## src/hdl/ndc_pkg.sv

```systemverilog
package ndc_pkg;

	// ----------------------------------------
	// Register offsets on the register port.
	// ----------------------------------------
	localparam logic [7:0] ADDR_ALERT_INTERRUPT_MASK = 8'h0C;
	localparam logic [7:0] ADDR_CONNECTOR_CAPABILITY_CONTROL = 8'h18;
	localparam logic [7:0] ADDR_SUPPLY_SWITCH_CURRENT_LIMIT = 8'h1E;
	localparam logic [7:0] ADDR_CONNECTOR_SUPPLY_MONITOR_CONTROL = 8'h20;
	localparam logic [7:0] ADDR_BUS_VOLTAGE_RANGE_CONTROL = 8'h22;
	localparam logic [7:0] ADDR_SOFTWARE_RESET_CONTROL = 8'h23;
	localparam logic [7:0] ADDR_BUS_DISCHARGE_TIME_CONTROL = 8'h25;
	localparam logic [7:0] ADDR_PORT_POWER_MODE_CONTROL = 8'h28;
	localparam logic [7:0] ADDR_BUS_MONITOR_CONTROL = 8'h2E;

	// ----------------------------------------
	// Slot indices of the register file, also the store byte addresses.
	// ----------------------------------------
	localparam int NUM_SLOTS = 9;
	localparam logic [3:0] IDX_MASK = 4'h0;
	localparam logic [3:0] IDX_CAP = 4'h1;
	localparam logic [3:0] IDX_ILIM = 4'h2;
	localparam logic [3:0] IDX_MON = 4'h3;
	localparam logic [3:0] IDX_RANGE = 4'h4;
	localparam logic [3:0] IDX_RST = 4'h5;
	localparam logic [3:0] IDX_DISCH = 4'h6;
	localparam logic [3:0] IDX_MODE = 4'h7;
	localparam logic [3:0] IDX_BUSMON = 4'h8;
	localparam logic [3:0] IDX_NONE = 4'hF;
	// Store bytes that stand in the slots of software-only registers.
	localparam logic [3:0] NVM_SINK_PAIR = IDX_MON;
	localparam logic [3:0] NVM_MISC = IDX_RST;

	// ----------------------------------------
	// Field positions.
	// ----------------------------------------
	localparam int POS_ATTACH_MASK = 4;
	localparam int POS_VOLTAGE_MASK = 5;
	localparam int POS_FAULT_MASK = 6;
	localparam int POS_CUR_LO = 6;
	localparam int POS_DRAIN_EN = 1;
	localparam int POS_CAPAB_EN = 0;
	localparam int POS_UV_WATCH = 0;
	localparam int POS_UV_LEVEL = 1;
	localparam int POS_SW_RESET = 0;
	localparam int POS_UV_INHIBIT = 7;
	localparam int POS_OV_INHIBIT = 6;
	localparam int POS_WINDOW_INHIBIT = 5;
	localparam int POS_SAFE0_LO = 1;
	localparam int POS_STANDBY_OFF = 0;
	localparam int POS_DRAIN_INHIBIT = 1;
	localparam int POS_LOCK = 7;

	// ----------------------------------------
	// Reset values and store-loadable bits of each slot.
	// ----------------------------------------
	localparam logic [7:0] RST_MASK = 8'h70;
	localparam logic [7:0] RST_CAP_BASE = 8'h01;
	localparam logic [7:0] RST_CAP_DUAL = 8'h41;
	localparam logic [7:0] RST_ILIM = 8'h00;
	localparam logic [7:0] RST_MON = 8'h01;
	localparam logic [7:0] RST_RANGE_SRC = 8'h75;
	localparam logic [7:0] RST_RANGE_SNK = 8'h7F;
	localparam logic [7:0] RST_RST = 8'h00;
	localparam logic [7:0] RST_DISCH = 8'hAA;
	localparam logic [7:0] RST_MODE = 8'h03;
	localparam logic [7:0] RST_BUSMON = 8'h80;
	localparam logic [7:0] RST_MISC = 8'h01;
	localparam logic [7:0] LOAD_ALL = 8'hFF;
	localparam logic [7:0] LOAD_NONE = 8'h00;

	// Controller states.
	typedef enum logic [4:0] {
		CTL_LOAD_REQ = 5'b0_0001,
		CTL_LOAD_WAIT = 5'b0_0010,
		CTL_READY = 5'b0_0100,
		CTL_PROG_REQ = 5'b0_1000,
		CTL_PROG_WAIT = 5'b1_0000
	} ndc_state_t;

	// Request from the serial slave to the register file.
	typedef struct packed {
		logic req;
		logic wr;
		logic [7:0] addr;
		logic [7:0] wdata;
	} ndc_reg_req_t;

	// Configuration levels handed to the rest of the device.
	typedef struct packed {
		logic attach_change_alert_mask;
		logic voltage_monitor_alert_mask;
		logic fault_alert_mask;
		logic [1:0] advertised_current_level;
		logic plug_supply_drain_enable;
		logic plug_supply_capability_enable;
		logic [3:0] current_limit_code;
		logic plug_supply_undervoltage_watch;
		logic plug_supply_undervoltage_level;
		logic [3:0] provider_upper_limit_offset;
		logic [3:0] provider_lower_limit_offset;
		logic [3:0] consumer_upper_limit_offset;
		logic [3:0] consumer_lower_limit_offset;
		logic software_initiated_reset;
		logic [3:0] drain_to_zero_duration;
		logic [3:0] drain_on_step_duration;
		logic [2:0] port_role_select;
		logic main_supply_overvoltage_inhibit;
		logic bus_window_check_inhibit;
		logic [1:0] bus_safe_zero_level;
		logic main_supply_undervoltage_inhibit;
		logic standby_mode_inhibit;
		logic bus_drain_inhibit;
	} ndc_cfg_t;

endpackage

```

## src/hdl/ndc_loader.sv

```systemverilog
`timescale 1ns/1ns
module ndc_loader
	import ndc_pkg::*;
#(
	parameter bit DUAL_ROLE_VARIANT = 1'b0,
	parameter logic [15:0] CUSTOMER_PASSWORD = 16'h5A5A
)(
	input wire logic clk,
	input wire logic sys_rst,
	input wire ndc_reg_req_t reg_req,
	output logic reg_ack,
	output logic [7:0] reg_rdata,
	output logic nvm_rd_en,
	output logic nvm_wr_en,
	output logic [3:0] nvm_addr,
	output logic [7:0] nvm_wdata,
	input wire logic [7:0] nvm_rdata,
	input wire logic nvm_done,
	input wire logic prog_start,
	input wire logic [15:0] prog_password,
	input wire logic [71:0] prog_image,
	output logic prog_done,
	output logic prog_refused,
	output logic load_done,
	input wire logic sink_role_pin,
	output ndc_cfg_t cfg
);

	// ----------------------------------------
	// Helper functions.
	// ----------------------------------------

	// Maps a register offset onto a slot; unmapped offsets give IDX_NONE.
	function automatic logic [3:0] slot_of(input logic [7:0] addr);
		case (addr)
			ADDR_ALERT_INTERRUPT_MASK: slot_of = IDX_MASK;
			ADDR_CONNECTOR_CAPABILITY_CONTROL: slot_of = IDX_CAP;
			ADDR_SUPPLY_SWITCH_CURRENT_LIMIT: slot_of = IDX_ILIM;
			ADDR_CONNECTOR_SUPPLY_MONITOR_CONTROL: slot_of = IDX_MON;
			ADDR_BUS_VOLTAGE_RANGE_CONTROL: slot_of = IDX_RANGE;
			ADDR_SOFTWARE_RESET_CONTROL: slot_of = IDX_RST;
			ADDR_BUS_DISCHARGE_TIME_CONTROL: slot_of = IDX_DISCH;
			ADDR_PORT_POWER_MODE_CONTROL: slot_of = IDX_MODE;
			ADDR_BUS_MONITOR_CONTROL: slot_of = IDX_BUSMON;
			default: slot_of = IDX_NONE;
		endcase
	endfunction

	// Reset value of each slot.
	function automatic logic [7:0] reset_of(input logic [3:0] idx);
		case (idx)
			IDX_MASK: reset_of = RST_MASK;
			IDX_CAP: reset_of = DUAL_ROLE_VARIANT ? RST_CAP_DUAL : RST_CAP_BASE;
			IDX_ILIM: reset_of = RST_ILIM;
			IDX_MON: reset_of = RST_MON;
			IDX_RANGE: reset_of = RST_RANGE_SRC;
			IDX_RST: reset_of = RST_RST;
			IDX_DISCH: reset_of = RST_DISCH;
			IDX_MODE: reset_of = RST_MODE;
			IDX_BUSMON: reset_of = RST_BUSMON;
			default: reset_of = LOAD_NONE;
		endcase
	endfunction

	// Bits of each slot that the store may overwrite during the load.
	function automatic logic [7:0] load_mask_of(input logic [3:0] idx);
		case (idx)
			IDX_MON: load_mask_of = LOAD_NONE;
			IDX_RST: load_mask_of = LOAD_NONE;
			default: load_mask_of = LOAD_ALL;
		endcase
	endfunction

	// ----------------------------------------
	// Storage and state.
	// ----------------------------------------
	logic [7:0] slot_reg [NUM_SLOTS]; // Register file, one byte per slot.
	logic [7:0] slot_next [NUM_SLOTS]; // Next value of the register file.
	logic [7:0] sink_pair_reg; // Consumer offsets, shown at 22h in sink role.
	logic [7:0] sink_pair_next; // Next consumer offsets.
	logic [7:0] misc_reg; // Store-only bits and the one-time lock.
	logic [7:0] misc_next; // Next store-only bits.
	ndc_state_t state_reg; // Controller state.
	ndc_state_t state_next; // Next controller state.
	logic [3:0] ptr_reg; // Store byte being read or written.
	logic [3:0] ptr_next; // Next store pointer.
	logic ack_reg; // Register access answered.
	logic ack_next; // Next answer strobe.
	logic [7:0] rdata_reg; // Read data of the register port.
	logic [7:0] rdata_next; // Next read data.
	logic done_reg; // Programming accepted and finished.
	logic done_next; // Next programming done strobe.
	logic refused_reg; // Programming attempt refused.
	logic refused_next; // Next refusal strobe.
	logic sink_meta_reg; // First synchroniser stage of the role pin.
	logic sink_role_reg; // Synchronised role pin.
	logic [3:0] req_slot; // Slot addressed by the pending request.
	logic [7:0] image_byte; // Image byte at the current pointer.

	assign req_slot = slot_of(reg_req.addr);
	assign image_byte = prog_image[ptr_reg*8 +: 8];

	// ----------------------------------------
	// Next-state logic for the loader, programmer and register port.
	// ----------------------------------------

	// Computes every next value; the clocked process only registers them.
	always_comb begin
		slot_next = slot_reg;
		sink_pair_next = sink_pair_reg;
		misc_next = misc_reg;
		state_next = state_reg;
		ptr_next = ptr_reg;
		ack_next = 1'b0;
		rdata_next = rdata_reg;
		done_next = 1'b0;
		refused_next = 1'b0;
		nvm_rd_en = 1'b0;
		nvm_wr_en = 1'b0;
		nvm_addr = ptr_reg;
		nvm_wdata = image_byte;
		case (state_reg)
			CTL_LOAD_REQ: begin
				// Ask the store for the byte at the pointer.
				nvm_rd_en = 1'b1;
				state_next = CTL_LOAD_WAIT;
			end
			CTL_LOAD_WAIT: begin
				// Merge the returned byte into its slot.
				if (nvm_done) begin
					if (ptr_reg == NVM_SINK_PAIR) begin
						sink_pair_next = nvm_rdata;
					end else if (ptr_reg == NVM_MISC) begin
						misc_next = nvm_rdata;
					end else begin
						slot_next[ptr_reg] = (slot_reg[ptr_reg] & ~load_mask_of(ptr_reg)) |
							(nvm_rdata & load_mask_of(ptr_reg));
					end
					if (ptr_reg == 4'(NUM_SLOTS - 1)) begin
						ptr_next = 4'h0;
						state_next = CTL_READY;
					end else begin
						ptr_next = ptr_reg + 4'h1;
						state_next = CTL_LOAD_REQ;
					end
				end
			end
			CTL_READY: begin
				if (prog_start) begin
					// One successful programming only, and only with the right password.
					if (misc_reg[POS_LOCK] || prog_password != CUSTOMER_PASSWORD) begin
						refused_next = 1'b1;
					end else begin
						ptr_next = 4'h0;
						state_next = CTL_PROG_REQ;
					end
				end else if (reg_req.req) begin
					// Register accesses are answered only once loaded.
					ack_next = 1'b1;
					rdata_next = 8'h00;
					if (req_slot == IDX_RANGE && sink_role_reg) begin
						rdata_next = sink_pair_reg;
						if (reg_req.wr) begin
							sink_pair_next = reg_req.wdata;
						end
					end else if (req_slot != IDX_NONE) begin
						rdata_next = slot_reg[req_slot];
						if (reg_req.wr) begin
							slot_next[req_slot] = reg_req.wdata;
						end
					end
				end
			end
			CTL_PROG_REQ: begin
				// Write one image byte; the lock bit is forced into the misc byte.
				nvm_wr_en = 1'b1;
				if (ptr_reg == NVM_MISC) begin
					nvm_wdata = image_byte | (8'h01 << POS_LOCK);
				end
				state_next = CTL_PROG_WAIT;
			end
			CTL_PROG_WAIT: begin
				// Live registers are left alone; new defaults apply after reset.
				if (nvm_done) begin
					if (ptr_reg == 4'(NUM_SLOTS - 1)) begin
						ptr_next = 4'h0;
						misc_next[POS_LOCK] = 1'b1;
						done_next = 1'b1;
						state_next = CTL_READY;
					end else begin
						ptr_next = ptr_reg + 4'h1;
						state_next = CTL_PROG_REQ;
					end
				end
			end
			default: begin
				state_next = CTL_LOAD_REQ;
				ptr_next = 4'h0;
			end
		endcase
	end

	// ----------------------------------------
	// Registers.
	// ----------------------------------------

	// Reset restores the documented defaults and restarts the load.
	always_ff @(posedge clk) begin
		if (sys_rst) begin
			for (int i = 0; i < NUM_SLOTS; i++) begin
				slot_reg[i] <= reset_of(4'(i));
			end
			sink_pair_reg <= RST_RANGE_SNK;
			misc_reg <= RST_MISC;
			state_reg <= CTL_LOAD_REQ;
			ptr_reg <= 4'h0;
			ack_reg <= 1'b0;
			rdata_reg <= 8'h00;
			done_reg <= 1'b0;
			refused_reg <= 1'b0;
		end else begin
			slot_reg <= slot_next;
			sink_pair_reg <= sink_pair_next;
			misc_reg <= misc_next;
			state_reg <= state_next;
			ptr_reg <= ptr_next;
			ack_reg <= ack_next;
			rdata_reg <= rdata_next;
			done_reg <= done_next;
			refused_reg <= refused_next;
		end
	end

	// Two-stage synchroniser for the role pin.
	always_ff @(posedge clk) begin
		if (sys_rst) begin
			sink_meta_reg <= 1'b0;
			sink_role_reg <= 1'b0;
		end else begin
			sink_meta_reg <= sink_role_pin;
			sink_role_reg <= sink_meta_reg;
		end
	end

	// ----------------------------------------
	// Outputs.
	// ----------------------------------------
	assign reg_ack = ack_reg;
	assign reg_rdata = rdata_reg;
	assign prog_done = done_reg;
	assign prog_refused = refused_reg;
	assign load_done = (state_reg != CTL_LOAD_REQ) && (state_reg != CTL_LOAD_WAIT);

	// Spreads the register slots onto the configuration fields.
	always_comb begin
		cfg.attach_change_alert_mask = slot_reg[IDX_MASK][POS_ATTACH_MASK];
		cfg.voltage_monitor_alert_mask = slot_reg[IDX_MASK][POS_VOLTAGE_MASK];
		cfg.fault_alert_mask = slot_reg[IDX_MASK][POS_FAULT_MASK];
		cfg.advertised_current_level = slot_reg[IDX_CAP][POS_CUR_LO +: 2];
		cfg.plug_supply_drain_enable = slot_reg[IDX_CAP][POS_DRAIN_EN];
		cfg.plug_supply_capability_enable = slot_reg[IDX_CAP][POS_CAPAB_EN];
		cfg.current_limit_code = slot_reg[IDX_ILIM][3:0];
		cfg.plug_supply_undervoltage_watch = slot_reg[IDX_MON][POS_UV_WATCH];
		cfg.plug_supply_undervoltage_level = slot_reg[IDX_MON][POS_UV_LEVEL];
		cfg.provider_upper_limit_offset = slot_reg[IDX_RANGE][7:4];
		cfg.provider_lower_limit_offset = slot_reg[IDX_RANGE][3:0];
		cfg.consumer_upper_limit_offset = sink_pair_reg[7:4];
		cfg.consumer_lower_limit_offset = sink_pair_reg[3:0];
		cfg.software_initiated_reset = slot_reg[IDX_RST][POS_SW_RESET];
		cfg.drain_to_zero_duration = slot_reg[IDX_DISCH][7:4];
		cfg.drain_on_step_duration = slot_reg[IDX_DISCH][3:0];
		cfg.port_role_select = slot_reg[IDX_MODE][2:0];
		cfg.main_supply_overvoltage_inhibit = slot_reg[IDX_BUSMON][POS_OV_INHIBIT];
		cfg.bus_window_check_inhibit = slot_reg[IDX_BUSMON][POS_WINDOW_INHIBIT];
		cfg.bus_safe_zero_level = slot_reg[IDX_BUSMON][POS_SAFE0_LO +: 2];
		cfg.main_supply_undervoltage_inhibit = slot_reg[IDX_BUSMON][POS_UV_INHIBIT];
		cfg.standby_mode_inhibit = misc_reg[POS_STANDBY_OFF];
		cfg.bus_drain_inhibit = misc_reg[POS_DRAIN_INHIBIT];
	end

endmodule

```

## config.mk

```make
export PLATFORM = sky130hd
export DESIGN_NAME = ndc_loader
export DESIGN_NICKNAME = d
export VERILOG_FILES = /design/src/hdl/ndc_pkg.sv /design/src/hdl/ndc_loader.sv
export SDC_FILE = /design/constraint.sdc
export NUM_CORES = 1
export LEC_CHECK = 0
export ABC_CLOCK_PERIOD_IN_PS = 3500
export BUFFER_PORTS_ARGS = -buffer_cell sky130_fd_sc_hd__buf_2
export CAP_MARGIN = 20
export CORE_ASPECT_RATIO = 1.75
export CORE_UTILIZATION = 30
export CTS_BUF_LIST = sky130_fd_sc_hd__clkbuf_4 sky130_fd_sc_hd__clkbuf_8
export DETAILED_ROUTE_END_ITERATION = 10
export GPL_TIMING_DRIVEN = 0
export PLACE_DENSITY_LB_ADDON = 0.12
export SKIP_LAST_GASP = 1
export SYNTH_ARGS = -nofsm -noshare
export SYNTH_HDL_FRONTEND = slang
export SYNTH_SLANG_ARGS = --single-unit
export TNS_END_PERCENT = 1
```

## constraint.sdc

```tcl
create_clock -name clk -period 3.5 [get_ports clk]
set_clock_uncertainty 0.05 [all_clocks]
set_input_delay 0.175 -clock clk [delete_from_list [all_inputs] [get_ports clk]]
set_output_delay 0.175 -clock clk [all_outputs]
set_load 0.05 [all_outputs]
```

==> results of run 1 <==
-- how the worst max path moves through the flow --
stage           startpoint      endpoint  slack [ps]
2_1_floorplan  nvm_addr[0]  nvm_wdata[7]         440
3_3_place_gp   nvm_addr[0]       cfg[32]          50
3_5_place_dp   nvm_addr[0]       cfg[33]          60
4_1_cts        nvm_addr[0]  nvm_wdata[2]          50
5_1_grt        nvm_addr[0]       cfg[31]          80
6_report       nvm_addr[0]       cfg[33]         350
-- final cells by class --
cell class,count,area share
clock inverter,6,0.00606
multi-input combinational,590,0.482
tap,296,0.0448
sequential,105,0.255
buffer,115,0.0797
timing repair buffer,175,0.107
clock buffer,10,0.0159
inverter,23,0.0105
-- worst register-to-register path: stages, from the launching register on --
cell      delay, ps
dfxtp_1         450
clkbuf_1        430
clkbuf_2        390
inv_1           140
ha_1            310
and3_1          190
clkbuf_1        260
o221ai_2        370
buf_2           280
o211ai_1        120
-- cells by family (layout without fill, tap and decap cells) --
kind of cell / Yosys count / count (layout) / share of synthesized area
AO/OA/AOI/OAI: 321 / 321 / 0.343
XOR/XNOR: 4 / 4 / 0.00513
adder cells (fa/ha/maj): 4 / 4 / 0.00733
buffers and inverters: 138 / 329 / 0.109
flip-flops: 105 / 105 / 0.308
multiplexers: 27 / 27 / 0.0546
AND/OR/NAND/NOR: 234 / 234 / 0.173
-- layer usage --
layer	vias up	routed length, um
li1	3483	-
met1	3547	11000
met2	300	15900
met3	66	1430
met4	0	1730
met5	-	0
-- cells in the mapped netlist (all sizes together) (8+ instances only) --
cell type	n	share of area
a221oi	13	0.017
nand2	49	0.027
buf	80	0.077
o21ai	37	0.029
o21a	11	0.013
a22o	40	0.051
nor2b	8	0.0073
o221ai	16	0.022
nor3	10	0.0073
clkbuf	35	0.019
a21oi	63	0.048
o211ai	11	0.012
inv	23	0.013
o22ai	37	0.034
a22oi	41	0.046
and3	15	0.014
mux4	8	0.026
nor2	93	0.053
dfxtp	105	0.31
o22a	8	0.010
mux2i	17	0.025
nand3	10	0.0073
-- repair_timing --
action | in CTS | in global routing
hold buffers | 1 | 0
resized for setup | 0 | 2
endpoints found under the setup margin | 0 | 23
setup buffers | 0 | 0
hold endpoints to repair | 1 | 0
-- cells in the final DEF (no fill, tap or decap), types with 8 or more instances in the layout --
cell type  Yosys  routed
o221ai_1      14      14
nor2b_1        8       8
nor2_1        89      89
mux4_2         8       8
o22ai_1       37      37
inv_1         23      23
nor3_1        10      10
a21oi_1       62      62
o22a_1         8       8
nand2_1       49      49
clkbuf_8       0       9
and3_1        15      15
buf_1         15      15
buf_2         15     189
buf_4         45      45
o211ai_1      11      11
dfxtp_1      105     105
mux2i_1       17      17
a221oi_1      13      13
o21a_1        10      10
nand3_1       10      10
clkbuf_1      35      34
a22oi_1       40      40
o21ai_0       28      28
a22o_1        40      40
-- per-stage QoR --
step	utilization	hold WS, ps	setup slack [ps]
after detailed placement	0.362	343	62.7
final	0.371	45.9	355
after floorplan	-	253	440
after global routing	0.371	74.0	78.7
after CTS	0.371	39.5	45.4
after global placement	0.362	333	53.6
-- power by group --
part / internal (mW) / switching [mW]
registers: 1.20 / 0.00953
logic: 0.137 / 0.273
clock network: 0.278 / 0.489
==> results.txt, run 1 <==
initial antenna violation count: 0
dominant synthesized flop cell: dfxtp_1
Crit-path slowest cell: dfxtp_1
router iterations before antenna repair: 5
FP Rows: 72
Final Cycle Share: 0.899
Synth Area per Inst: 8.19 sq um
Reg area: 2100 sq um
R2R Path Start: nvm_addr[0]
fraction of registers with async set/reset: 0
area of the multi-input gates: 3980 sq um
met1 Use GR: 0.279
Placer Congestion: 0.902
Max-slew headroom: 0.417
max_cap viols: 0
first-pass GRT wire length: 44500 um
CTS tree: yes
final wirelength: 30000 um
fin crit period: 3150 ps
hold wc startpoint: prog_start
hold path depth: 3
post-DP HPWL: 23500 um
Stages on worst setup path: 9
crit start category: flip-flop
placed cell count: 1303
Max Root-Sink Buffers: 2
antenna-violating nets left: 0
Initial Util: 0.307
Clock Root Buffer: clkbuf_8
CP required: 3690 ps
CTS buffer count: 9
ant diodes: 0
io pins: 193
most frequent CP cell: clkbuf_1
routed length per instance: 22.7 um
met2 Use GR: 0.476
path category of the worst min-delay check: in2reg
residual DRC count: 0
1st-iter DRT viols: 443
Worst-Margin Slew: 875 ps
vias per inst: 5.60
Most Crowded Layer GR: met2
TNS Setup: 0 ps
Layout area overhead: 21.0%
H-Tree Level Count: 3
setup violators final: 0
CP Cell Sequence: clkbuf_1 > clkbuf_2 > inv_1 > ha_1 > and3_1 > clkbuf_1 > o221ai_2 > buf_2 > o211ai_1
cell count after synthesis: 833
die area: 23400 sq um
setup slack, reg-to-reg: 350 ps
WP buf/inv: 5
status: finished clean
Post-Syn Area: 6820 sq um
Worst Hold Path EP: prog_refused
RSZ-0062 raised after global routing: false
Placed Area: 8070 sq um
Power Density: 289 nW/um^2
Critical R2R Capture: cfg[33]
DIE HEIGHT: 202 um
CP delay by family, top: buffers and inverters
Power, Total: 2.39 mW
Cell Count, Final, Fillers Out: 1320
critical path type: reg2reg
flops & latches, synth: 105
clock sink count: 105
Clock Pin Slew Worst Setup and Hold Paths: 110 ps
Post-synth EDFFs: 0
largest net degree at the start of global routing: 19
distinct cell type count of the synthesized netlist: 76
fill count: 2476
IO Port Bufs: 174
Seq/Total Area, Yosys: 0.308
Leak Pwr: 3.30 nW
Total GRT Usage: 0.261
Layout Nets: 1142
total number of vias: 7396
synth warn: 0
reg2reg path depth: 9
largest fanout on the critical path: 10
synthesized net count: 956
Worst-Skew Late Latency: 410 ps
Max Clk Rate: 318 MHz
Final Hold Viols: 0
CORE AREA: 22300 sq um
post-route cell area: 8260 sq um
maximum vdd ir drop: 0.161 mV
vias in the first global route: 7388
share of cells above drive strength 1: 0.291
max-slew violations: 0
CP max stage delay: 450 ps
Worst setup EP type: flip-flop
chip width: 116 um
max reg flops: 38
grt met3 use: 0.0313
Critical Path AT: 3340 ps
Overflow after GRT: 0
Note: power is estimated with default switching activity, not from simulation.
==> run 2: changes to the inputs <==
--- a/config.mk
+++ b/config.mk
@@ -5,14 +5,15 @@
 export SDC_FILE = /design/constraint.sdc
 export NUM_CORES = 1
 export LEC_CHECK = 0
-export ABC_CLOCK_PERIOD_IN_PS = 3500
+export ABC_CLOCK_PERIOD_IN_PS = 3600
 export BUFFER_PORTS_ARGS = -buffer_cell sky130_fd_sc_hd__buf_2
 export CAP_MARGIN = 20
-export CORE_ASPECT_RATIO = 1.75
+export CORE_ASPECT_RATIO = 1.4
 export CORE_UTILIZATION = 30
 export CTS_BUF_LIST = sky130_fd_sc_hd__clkbuf_4 sky130_fd_sc_hd__clkbuf_8
 export DETAILED_ROUTE_END_ITERATION = 10
 export GPL_TIMING_DRIVEN = 0
+export HOLD_SLACK_MARGIN = 0.08
 export PLACE_DENSITY_LB_ADDON = 0.12
 export SKIP_LAST_GASP = 1
 export SYNTH_ARGS = -nofsm -noshare
==> constraint.sdc (replaced) <==
create_clock -name clk -period 3.6 [get_ports clk]
set_clock_uncertainty 0.05 [all_clocks]
set_input_delay 0.18 -clock clk [delete_from_list [all_inputs] [get_ports clk]]
set_output_delay 0.18 -clock clk [all_outputs]
set_load 0.05 [all_outputs]
==> run 2 against run 1 <==
  * Non-clock buffer count increased by 1
  * Register-to-register slack got worse by 60 ps
  * Final area increased by 0.47%
  * Global-route usage decreased by 1.0 points
  * First-iteration DRC count increased by 23%
==> results.txt, run 2 (synthesized netlist as in run 1, its figures left out) <==
CP max stage delay: 490 ps
Critical Path AT: 3520 ps
Crit-path slowest cell: clkbuf_1
Sw Share: 0.313
clock sink count: 105
vias in the first global route: 7121
path category of the worst min-delay check: in2reg
Overflow after GRT: 0
final wirelength: 29100 um
power share of the sequential group: 0.490
worst hold slack: 92.7 ps
DIE HEIGHT: 180 um
largest net degree at the start of global routing: 19
Final Hold Viols: 0
CTS buffer count: 9
Worst-Skew Late Latency: 410 ps
TNS Setup: 0 ps
max_cap viols: 0
Worst setup EP type: flip-flop
routed length per instance: 22.0 um
commonest non-fill, non-tap cell in the layout: buf_2
Critical R2R Capture: cfg[31]
placed cell count: 1304
max-slew violations: 0
Layout area overhead: 21.6%
vias per inst: 5.62
die area: 23400 sq um
Setup crit start: nvm_addr[0]
fin util: 0.375
Layout Nets: 1143
CTS tree: yes
Worst Hold Path EP: cfg[17]
router iterations before antenna repair: 6
post-DP HPWL: 22300 um
setup slack, reg-to-reg: 290 ps
FP Rows: 64
antenna-violating nets left: 0
most frequent CP cell: clkbuf_1
Pint: 1.65 mW
max reg flops: 38
Worst-Margin Slew: 905 ps
Net Sw Power: 0.755 mW
Cell Count, Final, Fillers Out: 1322
first-pass GRT wire length: 43400 um
Leak Pwr: 3.31 nW
Clock Root Buffer: clkbuf_8
R2R Path Start: nvm_addr[0]
IO Port Bufs: 174
critical path type: reg2reg
1st-iter DRT viols: 547
residual DRC count: 0
status: finished clean
Max-slew headroom: 0.397
total number of vias: 7426
fin crit period: 3310 ps
Total GRT Usage: 0.251
initial antenna violation count: 0
Max Clk Rate: 302 MHz
share of cells above drive strength 1: 0.290
fill count: 2382
ant diodes: 0
CP Cell Sequence: clkbuf_1 > clkbuf_1 > inv_1 > ha_1 > and3_1 > clkbuf_1 > o221ai_2 > buf_2 > o211ai_1
reg2reg path depth: 9
io pins: 193
setup violators final: 0
largest fanout on the critical path: 10
chip width: 129 um
combinational power share: 0.164
Power Density: 290 nW/um^2
RSZ-0062 raised after global routing: false
most frequent cells in the layout: 189 x buf_2, 105 x dfxtp_1, 89 x nor2_1
Initial Util: 0.309
Clock Pin Slew Worst Setup and Hold Paths: 120 ps
hold path depth: 3
Max Root-Sink Buffers: 2
hold wc startpoint: nvm_rdata[7]
crit start category: flip-flop
H-Tree Level Count: 3
Placer Congestion: 0.882
CORE AREA: 22100 sq um
CP required: 3810 ps
maximum vdd ir drop: 0.170 mV
Clk pwr share: 0.346
Final Cycle Share: 0.918
## run 2: cell count changes in the layout (fill, tap and decap cells not counted), sizes merged
| cell | previous run | this run |
|---|---|---|
| clkinv | 2 | 1 |
| bufinv | 0 | 1 |
| dlygate4sd3 | 1 | 2 |
## run 2: power groups by stage
| stage | Clock (mW) | Sequential (mW) | Combinational [mW] |
|---|---|---|---|
| 6_report | 0.834 | 1.18 | 0.396 |
| 5_1_grt | 0.884 | 1.18 | 0.421 |
| 3_5_place_dp | 0 | 1.21 | 0.391 |
| 4_1_cts | 0.843 | 1.18 | 0.394 |
| 2_1_floorplan | 0 | 1.20 | 0.233 |
| 3_3_place_gp | 0 | 1.21 | 0.391 |
## run 2: worst max path at each step
| stage | endpoint | slack, ps | cells past startpoint |
|---|---|---|---|
| 2_1_floorplan | nvm_wdata[7] | 540 | 5 |
| 3_3_place_gp | cfg[33] | 290 | 9 |
| 3_5_place_dp | cfg[31] | 270 | 9 |
| 4_1_cts | cfg[31] | 260 | 9 |
| 5_1_grt | cfg[33] | 20 | 9 |
| 6_report | cfg[31] | 290 | 9 |
## run 2: critical path: cells and delay by family (launching register included)
| kind | cells | cell delay, ps |
|---|---|---|
| compound gates | 2 | 540 |
| fa+ha+maj | 1 | 310 |
| buf+inv | 5 | 1640 |
| flops | 1 | 450 |
| simple gates | 1 | 170 |
## run 2: per-layer routing
metal,GRT usage,vias to the layer above,routed length [um]
li1,-,3479,-
met1,0.289,3489,11200
met2,0.445,379,14600
met3,0.0333,79,1870
met4,0.128,0,1410
met5,0,-,0
## run 2: metrics by stage
stage / setup WS, ps / power (mW) / area [sq um]
after floorplan: 535 / 1.44 / 6820
after global placement: 286 / 1.60 / 8070
after detailed placement: 268 / 1.60 / 8070
after CTS: 256 / 2.42 / 8300
after global routing: 24.6 / 2.49 / 8300
final: 294 / 2.41 / 8300
## run 2: timing repair
action | CTS | global route
endpoints found under the hold margin | 2 | 0
buffers inserted | 0 | 0
gates resized for setup | 0 | 0
hold buffers | 2 | 0
## run 2: cell type report
type	instances	area (sq um)	area share
multi-input cells	590	3980	0.480
flip-flops and latches	105	2100	0.253
plain buffers	115	657	0.0792
inverters	23	86.3	0.0104
well taps	297	372	0.0448
repair buffers	176	891	0.107
clock inverters	6	72.6	0.00875
clock buffers	10	138	0.0166
